--- config.mk ---
export PLATFORM = sky130hd
export DESIGN_NAME = reset_init_and_wake_state
export DESIGN_NICKNAME = d
export VERILOG_FILES = /design/src/inc/reset_wake_pkg.sv /design/src/rtl/reset_init_and_wake_state.sv
export SDC_FILE = /design/constraint.sdc
export NUM_CORES = 2
export LEC_CHECK = 0
export BUFFER_PORTS_ARGS = -buffer_cell sky130_fd_sc_hd__buf_2
export CORE_MARGIN = 2
export CORE_UTILIZATION = 35
export CTS_BUF_LIST = sky130_fd_sc_hd__clkbuf_4
export DETAILED_ROUTE_END_ITERATION = 8
export PLACE_DENSITY = 0.59
export SYNTH_ARGS = -nofsm -noshare
export SYNTH_HDL_FRONTEND = slang
export SYNTH_SLANG_ARGS = --single-unit
--- constraint.sdc ---
create_clock -name i_ref_clk -period 9.2 [get_ports i_ref_clk]
set_input_delay 1.84 -clock i_ref_clk [delete_from_list [all_inputs] [get_ports i_ref_clk]]
set_output_delay 1.84 -clock i_ref_clk [all_outputs]
set_load 0.01 [all_outputs]
--- src/inc/reset_wake_pkg.sv ---
package reset_wake_pkg;
  // register byte offsets
  localparam logic [11:0] OUT_SEL_BASE = 12'h000;
  localparam int OUT_SEL_COUNT = 17;
  localparam logic [11:0] LOCK_OFS = 12'h044;
  localparam logic [11:0] POWER_MASK_BASE = 12'h048;
  localparam logic [11:0] TRIGGER_OFS = 12'h058;
  localparam logic [11:0] IRQ_STATUS_OFS = 12'h060;
  localparam logic [11:0] IRQ_MASK_OFS = 12'h064;
  localparam logic [11:0] CORE_CTRL_OFS = 12'h068;
  localparam logic [11:0] CORE_STATE_OFS = 12'h06C;
  localparam logic [11:0] WAKE_CAUSE_OFS = 12'h070;
  // reset values
  localparam logic [4:0] OUT_SEL_RESET = 5'h00;
  localparam logic LOCK_RESET = 1'b0;
  localparam logic [7:0] POWER_MASK_RESET = 8'h00;
  localparam logic [1:0] TRIGGER_RESET = 2'h0;
  // implemented bits of each power mask, index 0..3
  localparam logic [7:0] POWER_MASK_IMPL_0 = 8'hFF;
  localparam logic [7:0] POWER_MASK_IMPL_1 = 8'hFE;
  localparam logic [7:0] POWER_MASK_IMPL_2 = 8'h5F;
  localparam logic [7:0] POWER_MASK_IMPL_3 = 8'hFF;
  // vectors and stack
  localparam logic [20:0] RESET_VECTOR = 21'h000000;
  localparam logic [20:0] HIGH_VECTOR = 21'h000008;
  localparam logic [20:0] LOW_VECTOR = 21'h000018;
  localparam logic [4:0] STACK_PTR_RESET = 5'h00;
  localparam int STACK_DEPTH = 31;
  // interrupt status bits
  localparam int IRQ_COLD_BIT = 0;
  localparam int IRQ_WARM_BIT = 1;
  localparam int IRQ_WAKE_BIT = 2;
  localparam int IRQ_VECTOR_BIT = 3;
  typedef enum logic [1:0] {
    WAKE_NONE,
    WAKE_WATCHDOG,
    WAKE_INT_LOW,
    WAKE_INT_HIGH
  } wake_cause_t;
endpackage

--- src/rtl/reset_init_and_wake_state.sv ---
// The address map and the APB slave port were decided locally.
`timescale 1ns/1ps
// Overview of operation
// - cold reset zeroes selectors and masks
// - warm resets apply same values as cold
// - watchdog or interrupt wake keeps contents
// - interrupt wake with enable pushes pc unless the stack is full
// - interrupt wake with enable advances stack pointer unless the stack is full
// - interrupt wake with enable loads priority vector
// - every wake updates a cause flag
// - separate program and data buses
module reset_init_and_wake_state
  import reset_wake_pkg::*;
(
  // clock and reset
  input wire logic i_ref_clk,
  input wire logic i_rst,
  // reset and wake conditions (one-cycle pulses)
  input wire logic i_cold_reset,
  input wire logic i_warm_reset,
  input wire logic i_wake_watchdog,
  input wire logic i_wake_interrupt,
  input wire logic i_wake_high_priority,
  // global enables
  input wire logic i_low_priority_global_enable,
  input wire logic i_high_priority_global_enable,
  // apb slave
  input wire logic i_psel,
  input wire logic i_penable,
  input wire logic i_pwrite,
  input wire logic [11:0] i_paddr,
  input wire logic [31:0] i_pwdata,
  output logic [31:0] o_prdata,
  output logic o_pready,
  output logic o_pslverr,
  // program memory bus
  output logic [20:0] o_prog_addr,
  input wire logic [15:0] i_prog_data,
  // data memory bus
  input wire logic i_data_req,
  input wire logic i_data_write,
  input wire logic [11:0] i_data_addr,
  input wire logic [7:0] i_data_wdata,
  output logic [11:0] o_data_mem_addr,
  output logic o_data_mem_we,
  output logic [7:0] o_data_mem_wdata,
  // configuration outputs
  output logic [84:0] o_pin_output_select,
  output logic o_remap_lock,
  output logic [31:0] o_module_power_off_mask,
  output logic [1:0] o_converter_trigger_select,
  // core state
  output logic [4:0] o_return_stack_pointer,
  output logic [7:0] o_stack_top_upper_byte,
  output logic [7:0] o_stack_top_high_byte,
  output logic [7:0] o_stack_top_low_byte,
  output logic [15:0] o_fetched_word,
  // interrupt
  output logic o_irq
);

  typedef struct packed {
    logic [16:0][4:0] out_sel;
    logic lock;
    logic [3:0][7:0] power_mask;
    logic [1:0] trigger;
    logic [20:0] pc;
    logic [4:0] sp;
    logic [30:0][20:0] stack;
    logic [3:0] irq_status;
    logic [3:0] irq_mask;
    wake_cause_t cause;
    logic [15:0] fetched;
    logic [31:0] prdata;
    logic [11:0] dm_addr;
    logic dm_we;
    logic [7:0] dm_wdata;
  } state_t;

  state_t st;
  state_t next_st;

  function automatic logic [7:0] impl_mask(input logic [1:0] idx);
    unique case (idx)
      2'd0: impl_mask = POWER_MASK_IMPL_0;
      2'd1: impl_mask = POWER_MASK_IMPL_1;
      2'd2: impl_mask = POWER_MASK_IMPL_2;
      2'd3: impl_mask = POWER_MASK_IMPL_3;
    endcase
  endfunction

  // one selector per aligned word starting at the selector base
  function automatic logic sel_hit(input logic [11:0] a);
    sel_hit = (a >= OUT_SEL_BASE) && (a < OUT_SEL_BASE + 12'(4 * OUT_SEL_COUNT));
  endfunction

  function automatic state_t config_defaults(input state_t s);
    state_t r;
    r = s;
    for (int k = 0; k < OUT_SEL_COUNT; k++) begin
      r.out_sel[k] = OUT_SEL_RESET;
    end
    r.lock = LOCK_RESET;
    for (int k = 0; k < 4; k++) begin
      r.power_mask[k] = POWER_MASK_RESET & impl_mask(2'(k));
    end
    r.trigger = TRIGGER_RESET;
    r.pc = RESET_VECTOR;
    r.sp = STACK_PTR_RESET;
    return r;
  endfunction

  logic setup_phase;
  logic access_wr;
  logic [11:0] word_addr;
  logic global_enable;
  logic [3:0] irq_events;

  assign setup_phase = i_psel && !i_penable;
  assign access_wr = i_psel && i_penable && i_pwrite;
  assign word_addr = {i_paddr[11:2], 2'b00};
  assign global_enable = i_low_priority_global_enable || i_high_priority_global_enable;

  always_comb begin
    next_st = st;
    irq_events = 4'h0;
    // instruction fetch runs every cycle, independent of the data port
    next_st.fetched = i_prog_data;
    next_st.pc = st.pc + 21'd2;
    next_st.dm_addr = i_data_addr;
    next_st.dm_we = i_data_req && i_data_write;
    next_st.dm_wdata = i_data_wdata;

    // software writes land at the access edge; apb has no wait states
    if (access_wr) begin
      if (sel_hit(word_addr)) begin
        next_st.out_sel[5'(word_addr[11:2])] = i_pwdata[4:0];
      end
      unique case (word_addr)
        LOCK_OFS: next_st.lock = i_pwdata[0];
        POWER_MASK_BASE: next_st.power_mask[0] = i_pwdata[7:0] & impl_mask(2'd0);
        POWER_MASK_BASE + 12'h004: next_st.power_mask[1] = i_pwdata[7:0] & impl_mask(2'd1);
        POWER_MASK_BASE + 12'h008: next_st.power_mask[2] = i_pwdata[7:0] & impl_mask(2'd2);
        POWER_MASK_BASE + 12'h00C: next_st.power_mask[3] = i_pwdata[7:0] & impl_mask(2'd3);
        TRIGGER_OFS: next_st.trigger = i_pwdata[1:0];
        IRQ_MASK_OFS: next_st.irq_mask = i_pwdata[3:0];
        IRQ_STATUS_OFS: next_st.irq_status = st.irq_status & ~i_pwdata[3:0];
        WAKE_CAUSE_OFS: next_st.cause = WAKE_NONE;
        default: ;
      endcase
    end

    // cold and warm resets share one set of initial values
    if (i_cold_reset || i_warm_reset) begin
      next_st = config_defaults(next_st);
      irq_events[IRQ_COLD_BIT] = i_cold_reset;
      irq_events[IRQ_WARM_BIT] = i_warm_reset;
    end else if (i_wake_interrupt) begin
      // configuration registers are left as they were
      next_st.cause = i_wake_high_priority ? WAKE_INT_HIGH : WAKE_INT_LOW;
      irq_events[IRQ_WAKE_BIT] = 1'b1;
      if (global_enable) begin
        // full stack drops the push rather than corrupting entries
        if (st.sp < 5'(STACK_DEPTH)) begin
          next_st.stack[st.sp] = st.pc;
          next_st.sp = st.sp + 5'd1;
        end
        next_st.pc = i_wake_high_priority ? HIGH_VECTOR : LOW_VECTOR;
        irq_events[IRQ_VECTOR_BIT] = 1'b1;
      end
    end else if (i_wake_watchdog) begin
      next_st.cause = WAKE_WATCHDOG;
      irq_events[IRQ_WAKE_BIT] = 1'b1;
    end

    // set wins over a clear in the same cycle
    next_st.irq_status = next_st.irq_status | irq_events;

    next_st.prdata = 32'h0000_0000;
    if (setup_phase && !i_pwrite) begin
      if (sel_hit(word_addr)) begin
        next_st.prdata = {27'h0, st.out_sel[5'(word_addr[11:2])]};
      end
      unique case (word_addr)
        LOCK_OFS: next_st.prdata = {31'h0, st.lock};
        POWER_MASK_BASE: next_st.prdata = {24'h0, st.power_mask[0]};
        POWER_MASK_BASE + 12'h004: next_st.prdata = {24'h0, st.power_mask[1]};
        POWER_MASK_BASE + 12'h008: next_st.prdata = {24'h0, st.power_mask[2]};
        POWER_MASK_BASE + 12'h00C: next_st.prdata = {24'h0, st.power_mask[3]};
        TRIGGER_OFS: next_st.prdata = {30'h0, st.trigger};
        IRQ_STATUS_OFS: next_st.prdata = {28'h0, st.irq_status};
        IRQ_MASK_OFS: next_st.prdata = {28'h0, st.irq_mask};
        CORE_STATE_OFS: next_st.prdata = {6'h0, st.sp, st.pc};
        WAKE_CAUSE_OFS: next_st.prdata = {30'h0, st.cause};
        default: ;
      endcase
    end
  end

  always_ff @(posedge i_ref_clk) begin
    if (i_rst) begin
      st <= '0;
    end else begin
      st <= next_st;
    end
  end

  // outputs
  assign o_pready = 1'b1;
  assign o_pslverr = 1'b0;
  assign o_prdata = st.prdata;
  assign o_prog_addr = st.pc;
  assign o_fetched_word = st.fetched;
  assign o_data_mem_addr = st.dm_addr;
  assign o_data_mem_we = st.dm_we;
  assign o_data_mem_wdata = st.dm_wdata;
  assign o_pin_output_select = st.out_sel;
  assign o_remap_lock = st.lock;
  assign o_module_power_off_mask = st.power_mask;
  assign o_converter_trigger_select = st.trigger;
  assign o_return_stack_pointer = st.sp;
  assign o_stack_top_upper_byte = (st.sp == 5'd0) ? 8'h00 : {3'h0, st.stack[st.sp - 5'd1][20:16]};
  assign o_stack_top_high_byte = (st.sp == 5'd0) ? 8'h00 : st.stack[st.sp - 5'd1][15:8];
  assign o_stack_top_low_byte = (st.sp == 5'd0) ? 8'h00 : st.stack[st.sp - 5'd1][7:0];
  assign o_irq = |(st.irq_status & st.irq_mask);

  // checks sit on the registered outputs or the st register, one cycle after the triggering condition, except mask_unimpl_a which holds on every cycle
  cold_zero_a: assert property (@(posedge i_ref_clk) disable iff (i_rst)
    i_cold_reset
    |=> (o_pin_output_select == '0) && (o_module_power_off_mask == '0))
    else $error("cold reset left config nonzero");

  warm_zero_a: assert property (@(posedge i_ref_clk) disable iff (i_rst)
    (i_warm_reset && !i_cold_reset)
    |=> (o_remap_lock == 1'b0) && (o_converter_trigger_select == 2'h0))
    else $error("warm reset left lock or trigger set");

  wake_keeps_a: assert property (@(posedge i_ref_clk) disable iff (i_rst)
    ((i_wake_watchdog || i_wake_interrupt) && !i_cold_reset && !i_warm_reset && !access_wr)
    |=> $stable(o_pin_output_select) && $stable(o_module_power_off_mask) && $stable(o_remap_lock))
    else $error("wake changed configuration");

  push_pc_a: assert property (@(posedge i_ref_clk) disable iff (i_rst)
    (i_wake_interrupt && global_enable && !i_cold_reset && !i_warm_reset && o_return_stack_pointer < 5'd31)
    |=> {o_stack_top_upper_byte[4:0], o_stack_top_high_byte, o_stack_top_low_byte} == $past(o_prog_addr))
    else $error("stack top does not hold pc");

  sp_step_a: assert property (@(posedge i_ref_clk) disable iff (i_rst)
    (i_wake_interrupt && global_enable && !i_cold_reset && !i_warm_reset && o_return_stack_pointer < 5'd31)
    |=> o_return_stack_pointer == $past(o_return_stack_pointer) + 5'd1)
    else $error("stack pointer not advanced");

  vector_load_a: assert property (@(posedge i_ref_clk) disable iff (i_rst)
    (i_wake_interrupt && global_enable && !i_cold_reset && !i_warm_reset)
    |=> o_prog_addr == ($past(i_wake_high_priority) ? 21'h000008 : 21'h000018))
    else $error("wrong interrupt vector");

  wake_flag_a: assert property (@(posedge i_ref_clk) disable iff (i_rst)
    ((i_wake_watchdog || i_wake_interrupt) && !i_cold_reset && !i_warm_reset)
    |=> st.irq_status[IRQ_WAKE_BIT] && st.cause != WAKE_NONE)
    else $error("wake cause not flagged");

  mask_unimpl_a: assert property (@(posedge i_ref_clk) disable iff (i_rst)
    o_module_power_off_mask[8] == 1'b0
    && o_module_power_off_mask[21] == 1'b0 && o_module_power_off_mask[23] == 1'b0)
    else $error("unimplemented mask bit set");

  split_bus_a: assert property (@(posedge i_ref_clk) disable iff (i_rst)
    i_data_req
    |=> o_data_mem_addr == $past(i_data_addr) && o_fetched_word == $past(i_prog_data))
    else $error("fetch and data access not concurrent");

  cold_lock_a: assert property (@(posedge i_ref_clk) disable iff (i_rst)
    i_cold_reset
    |=> (o_remap_lock == 1'b0) && (o_converter_trigger_select == 2'h0))
    else $error("cold reset left lock or trigger set");

  warm_sel_a: assert property (@(posedge i_ref_clk) disable iff (i_rst)
    i_warm_reset
    |=> (o_pin_output_select == '0) && (o_module_power_off_mask == '0))
    else $error("warm reset left selectors or masks set");

  reset_sp_a: assert property (@(posedge i_ref_clk) disable iff (i_rst)
    (i_cold_reset || i_warm_reset)
    |=> o_return_stack_pointer == 5'd0)
    else $error("reset left stack pointer nonzero");

  wake_trig_a: assert property (@(posedge i_ref_clk) disable iff (i_rst)
    ((i_wake_watchdog || i_wake_interrupt) && !i_cold_reset && !i_warm_reset && !access_wr)
    |=> $stable(o_converter_trigger_select))
    else $error("wake changed trigger select");

  wdt_sp_a: assert property (@(posedge i_ref_clk) disable iff (i_rst)
    (i_wake_watchdog && !i_wake_interrupt && !i_cold_reset && !i_warm_reset)
    |=> $stable(o_return_stack_pointer))
    else $error("watchdog wake moved stack pointer");

  no_push_a: assert property (@(posedge i_ref_clk) disable iff (i_rst)
    (i_wake_interrupt && !global_enable && !i_cold_reset && !i_warm_reset)
    |=> $stable(o_return_stack_pointer))
    else $error("push without global enable");

  full_stack_a: assert property (@(posedge i_ref_clk) disable iff (i_rst)
    (i_wake_interrupt && global_enable && !i_cold_reset && !i_warm_reset && o_return_stack_pointer == 5'd31)
    |=> o_return_stack_pointer == 5'd31)
    else $error("full stack pointer moved");

  vec_flag_a: assert property (@(posedge i_ref_clk) disable iff (i_rst)
    (i_wake_interrupt && global_enable && !i_cold_reset && !i_warm_reset)
    |=> st.irq_status[IRQ_VECTOR_BIT])
    else $error("vectored wake not flagged");

  wdt_cause_a: assert property (@(posedge i_ref_clk) disable iff (i_rst)
    (i_wake_watchdog && !i_wake_interrupt && !i_cold_reset && !i_warm_reset)
    |=> st.cause == WAKE_WATCHDOG)
    else $error("watchdog wake cause wrong");

  int_cause_a: assert property (@(posedge i_ref_clk) disable iff (i_rst)
    (i_wake_interrupt && !i_cold_reset && !i_warm_reset)
    |=> st.cause == ($past(i_wake_high_priority) ? WAKE_INT_HIGH : WAKE_INT_LOW))
    else $error("interrupt wake cause wrong");

  data_we_a: assert property (@(posedge i_ref_clk) disable iff (i_rst)
    1'b1
    |=> o_data_mem_we == $past(i_data_req && i_data_write))
    else $error("data write strobe not passed");

  fetch_step_a: assert property (@(posedge i_ref_clk) disable iff (i_rst)
    (!i_cold_reset && !i_warm_reset && !(i_wake_interrupt && global_enable))
    |=> o_prog_addr == $past(o_prog_addr) + 21'd2)
    else $error("fetch address did not advance");

  mask1_write_a: assert property (@(posedge i_ref_clk) disable iff (i_rst)
    (access_wr && word_addr == POWER_MASK_BASE + 12'h004 && !i_cold_reset && !i_warm_reset)
    |=> o_module_power_off_mask[15:8] == ($past(i_pwdata[7:0]) & POWER_MASK_IMPL_1))
    else $error("mask one write not filtered");

  mask2_write_a: assert property (@(posedge i_ref_clk) disable iff (i_rst)
    (access_wr && word_addr == POWER_MASK_BASE + 12'h008 && !i_cold_reset && !i_warm_reset)
    |=> o_module_power_off_mask[23:16] == ($past(i_pwdata[7:0]) & POWER_MASK_IMPL_2))
    else $error("mask two write not filtered");

endmodule

==> results.toml <==
[sta]
tightest_slew_ps = 1230
grt_setup_unrepaired = "no"
max_freq_mhz = 130
period_share_pct = 83.7
relSlewSlack_pct = 17.6
slew_violations = 0
finalClockSkew_ps = 98.2
min_period_ps = 7700
final-hold-violation-count = 0
setup-tns-final_ps = 0
setup_violations = 0

[worst_setup_path]
worstPathRequired_ps = 7360
cp-end-kind = "output pin"
path_max_fanout = 47
startpoint_type = "flip-flop"
crit_path_top_delay_cell = "ha_4"
path_buf_inv = 3
path_delay_family = "buffers and inverters"
arrival_ps = 5860
critical_path_class = "reg2out"
r2r_setup_slack_ps = 5860
cp_cell_sequence = "inv_2, ha_4, buf_4, nor2_1, a32oi_1, nand4_1, o211ai_1, buf_2"
cpPeakStageDelay_ps = 840

[finish]
finalNonFillerCells = 5886
regArea_um2 = 16700
area_delta_synth_final_pct = 9.38
layout.nets = 4408
multiInputGateArea_um2 = 17600
drive_above_1_share_pct = 20.6
fill_cells = 10900

[synth]
synth_flop_cell = "dfxtp_1"
synth-edff-count = 0
syn_inst = 4317
yosysUniqueCellTypes = 64
syn_area_um2 = 37500
synth_warnings = 0
syn_avg_cell_area_um2 = 8.69
async_flop_share_pct = 0
synth_seq_cells = 835
yosysSeqAreaShare_pct = 44.6

[floorplan]
die_x_um = 331
die_h_um = 331
core_area_um2 = 107000
initial_core_util_pct = 35.1
rows = 120
ios = 336
fp.dieArea_um2 = 110000

[clock_tree]
post_cts_buffers = 0
h-tree-depth = 4
cts-root-buf = "clkbuf_4"
cts_resized = 0
clk_pin_slew_ps = 70
clock_sinks = 835
ctsHoldBuffers = 0
insertion_delay_ps = 1140
cts_buffer_depth = 3
cts_tree = "built"
cts_buffers = 220

[grt]
grt_pass1_wl_um = 179000
grt_pass1_vias = 29100
antenna_found_initial = 10
grt_max_degree = 202
grt_overflow = 0
grt_usage_pct = 20.9

[drt]
route.detailed.drc = 0
ant_nets = 0
first_pass_iters = 5
routed_wl_um = 119000
wl_per_cell_um = 20.2
route.vias.total = 30600
first_iter_violations = 2790
viasPerCell = 5.21

[min_path]
hold_path.class = "reg2reg"

[pwr]
power_mw = 7.09
internal_power_mw = 5.30
max-vdd-ir-drop_v = 0.000107
power_density_nw_per_um2 = 173
comb_power_share_pct = 3.5
seqPwrFrac_pct = 51.2
p_leak_nw = 14.6
switching_share_pct = 25.3
clock_power_share_pct = 45.3
p_sw_mw = 1.79

[placement]
dp_hpwl_um = 70200
dp.cells = 5490
portBuffers = 293
gp_congestion = 0.837

[run_status]
status = "finished, final reports clean"

[flow_run]
cap_viol_max_count = 0
## per-layer routing
metal / wire, µm / vias to the layer above / track usage [%]
met5: 13 / - / 0
li1: - / 14400 / -
met3: 9130 / 205 / 4.32
met2: 54200 / 1191 / 32.5
met1: 51700 / 14800 / 28.3
met4: 3560 / 2 / 8.53
## final timing paths
kind,start,cells after the start,endpoint
setup / recovery,o_return_stack_pointer[0],8,o_stack_top_upper_byte[4]
hold / removal,st[350],2,st[350]
setup reg to reg,o_return_stack_pointer[2],7,st[708]
hold reg to reg,st[350],2,st[350]
## Yosys cell counts (all sizes together) (9+ instances only)
cell	number	area share, %
o211ai	11	0.22
buf	321	5.7
xor2	9	0.21
inv	12	0.12
a21boi	9	0.18
dfxtp	835	45
a32oi	12	0.28
a21oi	498	6.6
a31oi	14	0.25
clkbuf	293	2.9
mux4	145	8.7
nand4	21	0.35
xnor2	14	0.40
nor3	15	0.21
nor2	344	3.4
nand2	1063	11
and2	22	0.37
mux2	20	0.60
o21ai	75	1.0
nand3	112	1.6
nor2b	43	0.72
mux2i	326	8.7
o22ai	12	0.20
a211o	9	0.21
## flip-flops by register name, indices dropped and copies added (netlist names)
register / flops
o_fetched_word: 16
o_data_mem_addr: 12
o_return_stack_pointer: 5
o_prog_addr: 20
o_data_mem_we: 1
o_prdata: 26
o_converter_trigger_select: 2
o_module_power_off_mask: 29
o_remap_lock: 1
o_pin_output_select: 85
st: 630
o_data_mem_wdata: 8
## power groups by stage
stage	logic [mW]	registers (mW)	clock network, mW
after floorplan	0.179	3.71	0
after global placement	0.245	3.71	0
after detailed placement	0.245	3.71	0
after CTS	0.246	3.63	3.29
after global routing	0.261	3.63	3.50
final	0.249	3.63	3.21
## cell type report
class	instances	area share, %
inverters	13	0.119
diodes	12	0.0732
multi-input cells	2869	43.0
clock buffers	315	5.76
well taps	1403	4.28
clock inverters	69	0.902
repair buffers	370	5.10
flip-flops and latches	835	40.8
## logic make-up after synthesis
group,count (synthesis),share of synthesized area [%]
buffers and inverters,627,8.80
multiplexers,491,18.0
flip-flops,835,44.6
XOR/XNOR,23,0.607
AND/OR/NAND/NOR,1661,18.1
adder cells (fa/ha/maj),5,0.167
AO/OA/AOI/OAI,673,9.71
other,2,0.0200
## cell usage in the layout (no fill, tap or decap), drive strengths merged, types with 16 or more instances in the layout
cell type / n
a21oi: 498
and2: 22
buf: 370
clkbuf: 315
clkinv: 59
conb: 16
dfxtp: 835
inv: 20
mux2: 20
mux2i: 326
mux4: 145
nand2: 1063
nand3: 112
nand4: 21
nor2: 344
nor2b: 43
o21ai: 75
## per-stage QoR
step	util (%)	hold WS, ps	worst slack, ps	cell area, µm²
6_report	38.4	453	1500	41000
5_1_grt	38.4	471	1330	41000
4_1_cts	38.4	452	1490	41000
3_5_place_dp	35.9	444	2750	38300
3_3_place_gp	35.9	438	2710	38300
2_1_floorplan	-	433	4260	37600
## worst register-to-register path, stage by stage (launching register included)
cell and delay (ps):
dfxtp_1 830, and2_0 410, nand4_1 160, buf_4 410
nor2_1 790, buf_4 370, nand2_1 80, a21oi_1 160
No activity file was read; power rests on OpenSTA's default activity.
